[src/rsc_defs.svh]
// Constants for the receive output strap control block: offsets, fields,
// reset values and timing counts.
// Assumes inclusion by bare name from the block's package and modules.
`ifndef RSC_DEFS_SVH
`define RSC_DEFS_SVH

// ==========================================================
// Register offsets (word index on the plain register port)
`define RSC_ADDR_W          4
`define RSC_OFS_CH_CFG0     4'h0
`define RSC_OFS_STATUS      4'h8
`define RSC_OFS_MODE        4'h9

// ==========================================================
// Field positions
`define RSC_CFG_RES_LSB     0
`define RSC_CFG_RES_MSB     1
`define RSC_CFG_MUTE_BIT    2
`define RSC_MODE_EDGE_BIT   0
`define RSC_MODE_BUS_LSB    1
`define RSC_MODE_UFLOW_BIT  3

// ==========================================================
// Reset values
`define RSC_CFG_RST         3'h4
`define RSC_MODE_EDGE_RST   1'h0

// ==========================================================
// Sizes and timing
`define RSC_CHANNELS        8
`define RSC_FIFO_DEPTH      16
`define RSC_CORE_CLK_HZ     40000000
`define RSC_LOS_MIN_RCLK    1

`endif

[src/rsc_pkg.sv]
// Types shared by the receive output strap control block.
// Assumes rsc_defs.svh is on the include path.
`default_nettype none
`include "rsc_defs.svh"

package rsc_pkg;

   // ==========================================================
   // External receive resistor selection
   typedef enum logic [1:0] {
      RSC_RES_NONE,
      RSC_RES_240,
      RSC_RES_210,
      RSC_RES_150
   } rsc_res_sel_t;

   // ==========================================================
   // Host bus style selected by the shared straps in host mode
   typedef enum logic [1:0] {
      RSC_BUS_ASYNC_A,
      RSC_BUS_ASYNC_B,
      RSC_BUS_RSVD_2,
      RSC_BUS_RSVD_3
   } rsc_bus_type_t;

   // ==========================================================
   // Decoding used for every channel and for read-back
   function automatic logic rsc_res_present(input logic [1:0] sel);
      return (rsc_res_sel_t'(sel) != RSC_RES_NONE);
   endfunction : rsc_res_present

endpackage : rsc_pkg

`default_nettype wire

[src/rsc_fifo.sv]
// Synchronous FIFO with valid/ready on both sides.
// Assumes one clock and a synchronous active-low reset.
`timescale 1ns/10ps
`default_nettype none

module rsc_fifo
   import rsc_pkg::*;
#(
   parameter int W     = 16,
   parameter int DEPTH = `RSC_FIFO_DEPTH
) (
   input  wire logic         i_core_clk,
   input  wire logic         i_rstn,
   input  wire logic         i_in_valid,
   output var  logic         o_in_ready,
   input  wire logic [W-1:0] i_in_data,
   output var  logic         o_out_valid,
   input  wire logic         i_out_ready,
   output var  logic [W-1:0] o_out_data
);

   localparam int AW = $clog2(DEPTH);

   typedef struct packed {
      logic [DEPTH-1:0][W-1:0] mem;
      logic [AW-1:0]           wr_ptr;
      logic [AW-1:0]           rd_ptr;
      logic [AW:0]             count;
      logic                    ready;
   } rsc_fifo_st_t;

   rsc_fifo_st_t q, d;
   logic         push;
   logic         pop;

   // ==========================================================
   // Next state
   always_comb begin
      d    = q;
      push = i_in_valid & q.ready;
      pop  = i_out_ready & (q.count != '0);
      if (push) begin
         d.mem[q.wr_ptr] = i_in_data;
         d.wr_ptr        = q.wr_ptr + AW'(1);
      end
      if (pop) begin
         d.rd_ptr = q.rd_ptr + AW'(1);
      end
      d.count = q.count + (AW+1)'(push) - (AW+1)'(pop);
      // Ready is registered so the source sees no combinational path
      d.ready = (d.count != (AW+1)'(DEPTH));
   end

   always_ff @(posedge i_core_clk) begin
      if (!i_rstn) begin
         q       <= '0;
         q.ready <= 1'b1;
      end else begin
         q <= d;
      end
   end

   assign o_in_ready  = q.ready;
   assign o_out_valid = (q.count != '0);
   assign o_out_data  = q.mem[q.rd_ptr];

endmodule : rsc_fifo

`default_nettype wire

[src/rsc_rx_output_ctrl.sv]
// Receive output strap control: muting on loss of signal, update-edge
// choice, resistor selection and host bus type decoding for all channels.
// Assumes all inputs, the recovered clock among them, are synchronous to
// i_core_clk, which runs far faster than the recovered clock.
`timescale 1ns/10ps
`default_nettype none

module rsc_rx_output_ctrl
   import rsc_pkg::*;
#(
   parameter int N_CH       = `RSC_CHANNELS,
   parameter int FIFO_DEPTH = `RSC_FIFO_DEPTH
) (
   input  wire logic                   i_core_clk,
   input  wire logic                   i_rstn,
   input  wire logic                   i_host_mode,
   input  wire logic                   i_los_mute_strap,
   input  wire logic                   i_rx_update_edge_select,
   input  wire logic                   i_tx_edge_strap,
   input  wire logic [1:0]             i_ext_resistor_select,
   input  wire logic [1:0]             i_termination_select,
   input  wire logic                   i_rec_clk,
   input  wire logic [N_CH-1:0]        i_loss_detect,
   input  wire logic                   i_rx_valid,
   output var  logic                   o_rx_ready,
   input  wire logic [N_CH-1:0]        i_rx_pos_data,
   input  wire logic [N_CH-1:0]        i_rx_neg_data,
   output var  logic [N_CH-1:0]        o_rx_pos_rail_out,
   output var  logic [N_CH-1:0]        o_rx_neg_rail_out,
   output var  logic [N_CH-1:0]        o_loss_of_signal_flag,
   output var  logic [2*N_CH-1:0]      o_ext_resistor_select,
   output var  logic [N_CH-1:0]        o_int_impedance_adjust,
   output var  logic [2*N_CH-1:0]      o_termination_select,
   output var  logic [1:0]             o_host_bus_type_select,
   input  wire logic [`RSC_ADDR_W-1:0] i_addr,
   input  wire logic [7:0]             i_wr_data,
   input  wire logic                   i_wr_en,
   input  wire logic                   i_rd_en,
   output var  logic [7:0]             o_rd_data
);

   // ==========================================================
   // State
   typedef struct packed {
      logic [N_CH-1:0][2:0]   cfg;
      logic                   edge_cfg;
      logic                   uflow;
      logic                   clk_prev;
      logic [N_CH-1:0]        pos;
      logic [N_CH-1:0]        neg;
      logic [N_CH-1:0]        los;
      logic [N_CH-1:0]        los_held;
      logic [2*N_CH-1:0]      res;
      logic [N_CH-1:0]        int_adj;
      logic [2*N_CH-1:0]      term;
      logic [1:0]             bus_type;
      logic [7:0]             rd_data;
   } rsc_st_t;

   rsc_st_t           q, d;
   logic              fifo_valid;
   logic              fifo_pop;
   logic [2*N_CH-1:0] fifo_data;
   logic [N_CH-1:0]   mute_vec;
   logic              rise;
   logic              fall;
   logic              upd;

   // ==========================================================
   // Receive data buffer between recovery and the rail outputs
   rsc_fifo #(
      .W     (2*N_CH),
      .DEPTH (FIFO_DEPTH)
   ) u_fifo (
      .i_core_clk  (i_core_clk),
      .i_rstn      (i_rstn),
      .i_in_valid  (i_rx_valid),
      .o_in_ready  (o_rx_ready),
      .i_in_data   ({i_rx_neg_data, i_rx_pos_data}),
      .o_out_valid (fifo_valid),
      .i_out_ready (fifo_pop),
      .o_out_data  (fifo_data)
   );

   // ==========================================================
   // Next state
   always_comb begin
      logic       edge_sel;
      logic       mute_en;
      logic [1:0] sel;
      edge_sel = 1'b0;
      mute_en  = 1'b0;
      sel      = 2'h0;
      d        = q;
      mute_vec = '0;
      d.clk_prev = i_rec_clk;
      rise = i_rec_clk & ~q.clk_prev;
      fall = ~i_rec_clk & q.clk_prev;
      edge_sel = i_host_mode ? q.edge_cfg : i_rx_update_edge_select;
      upd      = edge_sel ? fall : rise;
      fifo_pop = upd;
      // Missing data at an update edge is flagged; rails hold old data
      if (upd && !fifo_valid) begin
         d.uflow = 1'b1;
      end

      for (int ch = 0; ch < N_CH; ch++) begin
         // Loss flag: set at once, cleared only after a rising edge
         if (!q.los[ch]) begin
            if (i_loss_detect[ch]) begin
               d.los[ch]      = 1'b1;
               d.los_held[ch] = 1'b0;
            end
         end else begin
            if (rise) begin
               d.los_held[ch] = 1'b1;
            end
            if (!i_loss_detect[ch] && (q.los_held[ch] || rise)) begin
               d.los[ch] = 1'b0;
            end
         end

         mute_en = i_host_mode ? q.cfg[ch][`RSC_CFG_MUTE_BIT] : i_los_mute_strap;
         mute_vec[ch] = mute_en & q.los[ch];
         if (mute_vec[ch]) begin
            d.pos[ch] = 1'b0;
            d.neg[ch] = 1'b0;
         end else if (upd && fifo_valid) begin
            d.pos[ch] = fifo_data[ch];
            d.neg[ch] = fifo_data[N_CH+ch];
         end

         // Strap pins in hardware mode, per-channel register in host mode
         sel = i_host_mode ? q.cfg[ch][`RSC_CFG_RES_MSB:`RSC_CFG_RES_LSB]
                           : i_ext_resistor_select;
         d.res[2*ch +: 2] = sel;
         // Internal impedance trims only when a fixed resistor shares the line
         d.int_adj[ch]     = rsc_res_present(sel);
         d.term[2*ch +: 2] = i_termination_select;
      end

      // Shared straps carry the bus style only in host mode
      d.bus_type = i_host_mode ? {i_tx_edge_strap, i_rx_update_edge_select}
                               : 2'h0;

      // Register port
      d.rd_data = 8'h00;
      if (i_rd_en) begin
         if (i_addr < `RSC_ADDR_W'(N_CH)) begin
            d.rd_data = {3'h0, rsc_res_present(q.cfg[i_addr[2:0]][1:0]),
                         1'b0, q.cfg[i_addr[2:0]]};
         end else if (i_addr == `RSC_OFS_STATUS) begin
            d.rd_data = 8'(q.los);
         end else if (i_addr == `RSC_OFS_MODE) begin
            d.rd_data = {4'h0, q.uflow, q.bus_type, q.edge_cfg};
         end
      end
      if (i_wr_en) begin
         if (i_addr < `RSC_ADDR_W'(N_CH)) begin
            d.cfg[i_addr[2:0]] = i_wr_data[2:0];
         end else if (i_addr == `RSC_OFS_MODE) begin
            d.edge_cfg = i_wr_data[`RSC_MODE_EDGE_BIT];
            // Clearing by writing one; a new underflow in the same cycle wins
            if (i_wr_data[`RSC_MODE_UFLOW_BIT] && !(upd && !fifo_valid)) begin
               d.uflow = 1'b0;
            end
         end
      end
   end

   always_ff @(posedge i_core_clk) begin
      if (!i_rstn) begin
         q          <= '0;
         q.cfg      <= {N_CH{`RSC_CFG_RST}};
         q.edge_cfg <= `RSC_MODE_EDGE_RST;
      end else begin
         q <= d;
      end
   end

   // ==========================================================
   // Outputs
   assign o_rx_pos_rail_out      = q.pos;
   assign o_rx_neg_rail_out      = q.neg;
   assign o_loss_of_signal_flag  = q.los;
   assign o_ext_resistor_select  = q.res;
   assign o_int_impedance_adjust = q.int_adj;
   assign o_termination_select   = q.term;
   assign o_host_bus_type_select = q.bus_type;
   assign o_rd_data              = q.rd_data;
endmodule : rsc_rx_output_ctrl

`default_nettype wire

[config.mk]
export PLATFORM = sky130hd
export DESIGN_NAME = rsc_rx_output_ctrl
export DESIGN_NICKNAME = d
export VERILOG_FILES = /design/src/rsc_pkg.sv /design/src/rsc_fifo.sv /design/src/rsc_rx_output_ctrl.sv
export VERILOG_INCLUDE_DIRS = /design/src
export SDC_FILE = /design/constraint.sdc
export NUM_CORES = 1
export LEC_CHECK = 0
export BUFFER_PORTS_ARGS = -buffer_cell sky130_fd_sc_hd__buf_4
export CORE_UTILIZATION = 25
export DETAILED_ROUTE_END_ITERATION = 16
export SYNTH_ARGS = -nofsm -noshare
export SYNTH_HDL_FRONTEND = slang
export SYNTH_SLANG_ARGS = --single-unit
[constraint.sdc]
create_clock -name i_core_clk -period 4 [get_ports i_core_clk]
set_input_delay 0.4 -clock i_core_clk [delete_from_list [all_inputs] [get_ports i_core_clk]]
set_output_delay 0.4 -clock i_core_clk [all_outputs]
set_load 0.03 [all_outputs]
* Word level (Yosys, flattened, before mapping)
Index checks and enable logic that the tools add are counted.
** Cells by class
- Mux-type cells :: 77
- Magnitude comparators :: 6
- Eq/ne operators :: 11
- $add $sub $neg :: 4
- Reduce and logical (&&, ||, !) cells :: 70
- Bitwise logic cells :: 17
** Operators with widths (number)
- bitwise mux 256 bit :: 1
- binary-select mux 16 bit (select 4 bit) :: 1
- demux 16 bit (select 4 bit) :: 1
- two-way mux 1 bit :: 56
- nonzero test 2 bit :: 17
- two-way mux 16 bit :: 2
- bitwise mux 24 bit :: 1
- AND reduction 2 bit :: 11
- two-way mux 2 bit :: 8
- inequality test 2 x 1 -> 1 bit (second input constant) :: 8
- OR reduction 2 bit :: 8
- logical AND 1 bit :: 13
- bitwise AND 1 bit :: 12
- zero test 1 bit :: 10
- < comparator 4 x 5 -> 1 bit (second input constant) :: 2
- binary-select mux 3 bit (select 3 bit) :: 1
- demux 3 bit (select 3 bit) :: 1
- adder 4 x 1 -> 4 bit (second input constant) :: 2
- equality test 4 bit (second input constant) :: 2
- logical OR 1 bit :: 8
- two-way mux 8 bit :: 1
- two-way mux 3 bit :: 2
- adder 5 x 1 -> 5 bit :: 1
- two-way mux 5 bit :: 1
- 11 further kinds :: 15
** Word-level totals
- Word-level logic and storage cells :: 247
- Flip-flop bits (word level) :: 379
- Input bits :: 50

* Depth between registers and ports, before layout
- Depth after elaboration :: 10
- Gate-level depth with buffers :: 14

* Modules after synthesis
A second synthesis with hierarchy kept.
** Unflattened totals
- Cell total of the unflattened synthesis :: 1931
- Area total of the unflattened synthesis :: 16862.4 um^2
** Modules (own cells, without submodules)
- rsc_fifo :: cells an instance 1452, area each 12479.5 um^2, sequential area each 5405.2 um^2, instances 1
- rsc_rx_output_ctrl :: cells an instance 479, area each 4383.0 um^2, sequential area each 1901.8 um^2, instances 1

* Least setup slack after synthesis
No wires, ideal clock.
- Path type :: in2reg
- Start point :: input i_host_mode
- End point :: register u_fifo.q[5] (netlist name)
- Path buffers :: 1
- Data required time :: 3.885 ns
- Arrival time :: 2.856 ns
- Stages :: 13
- Setup slack :: 1.029 ns
- Cell sequence :: mux2i_1 -> mux2i_1 -> nor2_2 -> buf_2 -> ha_1 -> inv_1 -> ha_1 -> inv_1 -> fa_1 -> nor2b_1 -> o21bai_1 -> and3_1 -> o21a_1
** Between the ends
- Cells in the longest elaborated chain, start to end :: 4
** Ends and longest elaborated chain
- start, declared :: line rsc_rx_output_ctrl.sv:16 : input wire logic i_host_mode,
- two-way mux 1 bit :: line rsc_rx_output_ctrl.sv:99 : edge_sel = i_host_mode ? q.edge_cfg : i_rx_update_edge_select;
- two-way mux 1 bit :: line rsc_rx_output_ctrl.sv:100 : upd = edge_sel ? fall : rise;
- bitwise AND 1 bit :: line rsc_fifo.sv:41 : pop = i_out_ready & (q.count != '0);
- named net u_fifo.pop :: line rsc_fifo.sv:34 : logic pop;
- subtractor 5 x 1 -> 5 bit :: line rsc_fifo.sv:49 : d.count = q.count + (AW+1)'(push) - (AW+1)'(pop);
- end, declared :: line rsc_fifo.sv:32 : rsc_fifo_st_t q, d;
The timed path passes the listed nets, and every way through them passes these cells.
A chain may end at the register's enable or synchronous reset.

* Final worst setup path
- Start point :: register u_fifo.q[3] (netlist name)
- End point :: register u_fifo.q (netlist bit u_fifo.o_in_ready)
** Between the ends
- Cells in the longest elaborated chain, start to end :: 4
- Elaborated cells on any way between the ends :: 5
** Ends and longest elaborated chain
- branches (longest 2 deep; another with adder 5 x 1 -> 5 bit)
- subtractor 5 x 1 -> 5 bit * :: line rsc_fifo.sv:49
- inequality test 5 bit * :: line rsc_fifo.sv:51 : d.ready = (d.count != (AW+1)'(DEPTH));
Every way passes the cells marked *.

==> impl_results.html <==
<table>
<tr><th>Metric</th><th>Value</th></tr>
<tr><th colspan="2">Outcome</th></tr>
<tr><td>Result of the run</td><td>complete, no violations</td></tr>
<tr><th colspan="2">Logic synthesis</th></tr>
<tr><td>Number of instances in the synthesized netlist</td><td>1854</td></tr>
<tr><td>Number of enable flip-flop cells after synthesis</td><td>0</td></tr>
<tr><td>Async S/R FF share, synth</td><td>0%</td></tr>
<tr><td>Post-Syn Area per Cell</td><td>8.54 sq um</td></tr>
<tr><td>Synth unique cells</td><td>46</td></tr>
<tr><td>Main synth FF type</td><td>sky130_fd_sc_hd__dfxtp_1</td></tr>
<tr><td>Synth Cell Area</td><td>15800 sq um</td></tr>
<tr><td>Synth warn</td><td>0</td></tr>
<tr><td>Post-synthesis register bit count</td><td>365</td></tr>
<tr><td>Sequential cell area fraction in the yosys report</td><td>46.1%</td></tr>
<tr><td>Post-Syn Nets</td><td>1916</td></tr>
<tr><th colspan="2">Power and ir drop</th></tr>
<tr><td>Leak</td><td>6.19 nW</td></tr>
<tr><td>Worst-case vdd ir drop</td><td>238 uV</td></tr>
<tr><td>P_sw</td><td>2.36 mW</td></tr>
<tr><td>Clock share of power</td><td>42.3%</td></tr>
<tr><td>Power density relative to cell area</td><td>484 nW/um^2</td></tr>
<tr><td>Part of the power in registers</td><td>44.2%</td></tr>
<tr><td>Total power consumption of the routed design</td><td>8.77 mW</td></tr>
<tr><td>Combinational fraction of design power</td><td>13.5%</td></tr>
<tr><td>Internal power of the cells</td><td>6.42 mW</td></tr>
<tr><td>Sw Share</td><td>26.8%</td></tr>
<tr><th colspan="2">Clocking</th></tr>
<tr><td>Post-cts sizing count</td><td>0</td></tr>
<tr><td>Clock latency on the worst-skew pair</td><td>560 ps</td></tr>
<tr><td>Clock transition at the registers of the reported paths</td><td>60 ps</td></tr>
<tr><td>Number of buffers on the longest clock path</td><td>3</td></tr>
<tr><td>Number of setup buffers added after CTS</td><td>0</td></tr>
<tr><td>Clk sinks</td><td>365</td></tr>
<tr><td>H-tree depth</td><td>2</td></tr>
<tr><td>TritonCTS buffer count</td><td>40</td></tr>
<tr><td>Number of buffers inserted for hold repair after clock tree synthesis</td><td>0</td></tr>
<tr><td>TritonCTS clock tree</td><td>yes</td></tr>
<tr><td>Buffer type at the clock tree root</td><td>sky130_fd_sc_hd__clkbuf_16</td></tr>
<tr><th colspan="2">Timing</th></tr>
<tr><td>Setup TNS</td><td>0 ps</td></tr>
<tr><td>Max-slew violations</td><td>0</td></tr>
<tr><td>Max frequency</td><td>306 MHz</td></tr>
<tr><td>Worst-case clock skew</td><td>16.0 ps</td></tr>
<tr><td>Transition time at the pin with the least slew margin</td><td>1300 ps</td></tr>
<tr><td>Setup Viol. Count Final</td><td>0</td></tr>
<tr><td>Final critical delay including setup and external delays</td><td>3260 ps</td></tr>
<tr><td>Period utilisation layout</td><td>81.6%</td></tr>
<tr><td>Rel. slew slack</td><td>12.9%</td></tr>
<tr><td>Setup repair after global routing missed its margin</td><td>false</td></tr>
<tr><td>Fin. Hold Viols</td><td>0</td></tr>
<tr><th colspan="2">Floorplan</th></tr>
<tr><td>DIE AREA</td><td>64400 sq um</td></tr>
<tr><td>Die extent in y</td><td>254 um</td></tr>
<tr><td>X dimension of the die</td><td>254 um</td></tr>
<tr><td># IOs</td><td>125</td></tr>
<tr><td>Placeable Area</td><td>62200 sq um</td></tr>
<tr><td>Number of rows in the core area</td><td>91</td></tr>
<tr><td>Effective utilization at floorplan</td><td>25.5%</td></tr>
<tr><th colspan="2">Detailed routing</th></tr>
<tr><td>Number of DRC markers in iteration 0</td><td>1009</td></tr>
<tr><td>Mean number of vias per cell</td><td>4.76</td></tr>
<tr><td>Detailed Route WL</td><td>44.4 mm</td></tr>
<tr><td>Drt wl/cell</td><td>16.6 um</td></tr>
<tr><td>Antenna Nets Post-Route</td><td>0</td></tr>
<tr><td>Routed vias</td><td>12800</td></tr>
<tr><td>Router iterations before antenna repair</td><td>5</td></tr>
<tr><td>DRC violation count after routing</td><td>0</td></tr>
<tr><th colspan="2">Cells and area</th></tr>
<tr><td>Filler instances</td><td>6560</td></tr>
<tr><td>Number of antenna repair diodes</td><td>0</td></tr>
<tr><td>Share of final-layout standard cells stronger than drive strength 1</td><td>16.5%</td></tr>
<tr><td>Commonest non-fill, non-tap cells in the layout</td><td>562 x sky130_fd_sc_hd__nand2_1, 363 x sky130_fd_sc_hd__dfxtp_1, 319 x sky130_fd_sc_hd__a21oi_1</td></tr>
<tr><td>Leading cell type in the layout, fill and taps excluded</td><td>sky130_fd_sc_hd__nand2_1</td></tr>
<tr><td>Area growth, synth to finish</td><td>14.5%</td></tr>
<tr><td>Net count, final</td><td>1877</td></tr>
<tr><th colspan="2">Critical path</th></tr>
<tr><td>Cells along the critical path</td><td>inv_1 &gt; ha_1 &gt; nor4b_2 &gt; nor2_2 &gt; ha_1 &gt; inv_1 &gt; ha_1 &gt; inv_1 &gt; fa_1 &gt; nor2b_1 &gt; o21bai_1 &gt; a21oi_1 &gt; o2111ai_1</td></tr>
<tr><td>Max Fanout on Critical Path</td><td>17</td></tr>
<tr><td>Standard cell with the maximum stage delay on the critical path</td><td>sky130_fd_sc_hd__nor4b_2</td></tr>
<tr><td>Crit path arrival time</td><td>3680 ps</td></tr>
<tr><td>Kind of start point of the critical path</td><td>flip-flop</td></tr>
<tr><td>Delay of the slowest cell on the worst path</td><td>600 ps</td></tr>
<tr><td>Start-to-end type of the worst setup path</td><td>reg -&gt; reg</td></tr>
<tr><td>Critical path data required time</td><td>4410 ps</td></tr>
<tr><td>Crit path capture type</td><td>flip-flop</td></tr>
<tr><th colspan="2">Hold path</th></tr>
<tr><td>Hold Crit Class</td><td>in -&gt; reg</td></tr>
<tr><th colspan="2">GRT</th></tr>
<tr><td>Vias in the first global route</td><td>12500</td></tr>
<tr><td>Overflow after GRT</td><td>0</td></tr>
<tr><td>Initial antenna violation count</td><td>0</td></tr>
<tr><td>Pin count of the biggest net entering global routing</td><td>161</td></tr>
<tr><td>Wire length of the first global-routing pass</td><td>69.9 mm</td></tr>
<tr><td>Global-route usage over all layers</td><td>13.7%</td></tr>
<tr><th colspan="2">Placement</th></tr>
<tr><td>Detailed Place HPWL</td><td>29.0 mm</td></tr>
<tr><td>Port Buffer Count</td><td>120</td></tr>
<tr><td>Final weighted congestion in routability-driven placement</td><td>0.814</td></tr>
<tr><th colspan="2">Flow run</th></tr>
<tr><td>Count of max-cap constraint violations</td><td>0</td></tr>
</table>
worst max-delay path: cells and delay by family, from the launching register on:
kind | cells | cell delay [ps]
adders and majority gates | 4 | 1120
and+or+nand+nor | 3 | 1050
AOI/OAI and AO/OA | 3 | 440
DFF | 1 | 310
buffers and inverters | 3 | 200
sequential cells by signal, indices dropped and copies added (netlist names):
signal and cells:
u_fifo.o_in_ready 1, o_host_bus_type_select 2, o_loss_of_signal_flag 8, o_rx_pos_rail_out 8
o_termination_select 2, q 35, o_rd_data 8, o_ext_resistor_select 16
o_int_impedance_adjust 8, u_fifo.q 269, o_rx_neg_rail_out 8
cell families after synthesis:
| logic type | share of synthesized area, % |
|---|---|
| simple gates | 18.6 |
| flops | 46.1 |
| mux | 12.1 |
| buf+inv | 8.20 |
| fa+ha+maj | 0.995 |
| xor+xnor | 0.332 |
| compound gates | 13.6 |
cell type report:
class / count / area (sq um) / share of cell area [%]
clock buffers: 59 / 1190 / 6.58
multi-input cells: 1246 / 7240 / 39.9
flip-flops and latches: 365 / 7310 / 40.3
well taps: 837 / 1050 / 5.78
repair buffers: 142 / 1100 / 6.09
clock inverters: 11 / 149 / 0.821
inverters: 20 / 82.6 / 0.455
metal layers:
| metal | up-vias | GRT usage [%] | routed length, um |
|---|---|---|---|
| met3 | 68 | 2.62 | 3280 |
| met2 | 420 | 23.3 | 21300 |
| met1 | 6196 | 17.6 | 18900 |
| li1 | 6081 | - | - |
| met4 | 0 | 3.70 | 822 |
| met5 | - | 0 | 0 |
cells in the mapped netlist, types with 8 or more instances:
cell type / count / share of area [%]
sky130_fd_sc_hd__a22o_1: 32 / 1.8
sky130_fd_sc_hd__mux4_2: 66 / 9.4
sky130_fd_sc_hd__buf_4: 81 / 3.8
sky130_fd_sc_hd__nand2_1: 562 / 13
sky130_fd_sc_hd__clkbuf_1: 100 / 2.4
sky130_fd_sc_hd__a21oi_1: 319 / 10
sky130_fd_sc_hd__nor2b_1: 10 / 0.40
sky130_fd_sc_hd__and2_1: 10 / 0.40
sky130_fd_sc_hd__dfxtp_1: 365 / 46
sky130_fd_sc_hd__mux2_2: 12 / 0.85
sky130_fd_sc_hd__or3b_2: 8 / 0.44
sky130_fd_sc_hd__buf_2: 27 / 0.85
sky130_fd_sc_hd__ha_1: 11 / 0.87
sky130_fd_sc_hd__nor2_1: 68 / 1.6
sky130_fd_sc_hd__mux2i_1: 29 / 1.8
sky130_fd_sc_hd__o22ai_1: 20 / 0.79
sky130_fd_sc_hd__o21ai_0: 18 / 0.57
sky130_fd_sc_hd__inv_1: 19 / 0.45
sky130_fd_sc_hd__nand3_1: 32 / 1.0
sky130_fd_sc_hd__buf_1: 10 / 0.24
power by group through the flow:
stage / clock network [mW] / registers (mW) / logic (mW)
after global placement: 0 / 3.95 / 1.16
final: 3.71 / 3.88 / 1.18
after detailed placement: 0 / 3.96 / 1.18
after floorplan: 0 / 3.90 / 0.936
after global routing: 3.96 / 3.90 / 1.29
after CTS: 3.81 / 3.88 / 1.18
path summary, 6_finish.rpt:
check / slack (ps) / startpoint / end / cells after the start
worst min-delay path: 60 / i_termination_select[1] / o_termination_select[13] / 2
worst min register to register: 450 / u_fifo.q[84] / u_fifo.q[84] / 2
worst max-delay path: 740 / u_fifo.q[3] / u_fifo.o_in_ready / 13
worst max register to register: 740 / u_fifo.q[3] / u_fifo.o_in_ready / 13
metrics by stage:
step | utilization [%] | hold WS (ps) | instance area (sq um) | setup slack (ps) | cells
detailed placement | 27.0 | 444 | 16800 | 453 | 2610
floorplan | - | 433 | 15800 | 1030 | 1854
CTS | 29.2 | 33.4 | 18100 | 730 | 2680
global route | 29.2 | 42.0 | 18100 | 357 | 2680
global placement | 27.0 | 438 | 16800 | 516 | 2610
finish | 29.2 | 63.0 | 18100 | 735 | 2680
(Power assumes the default switching activity.)
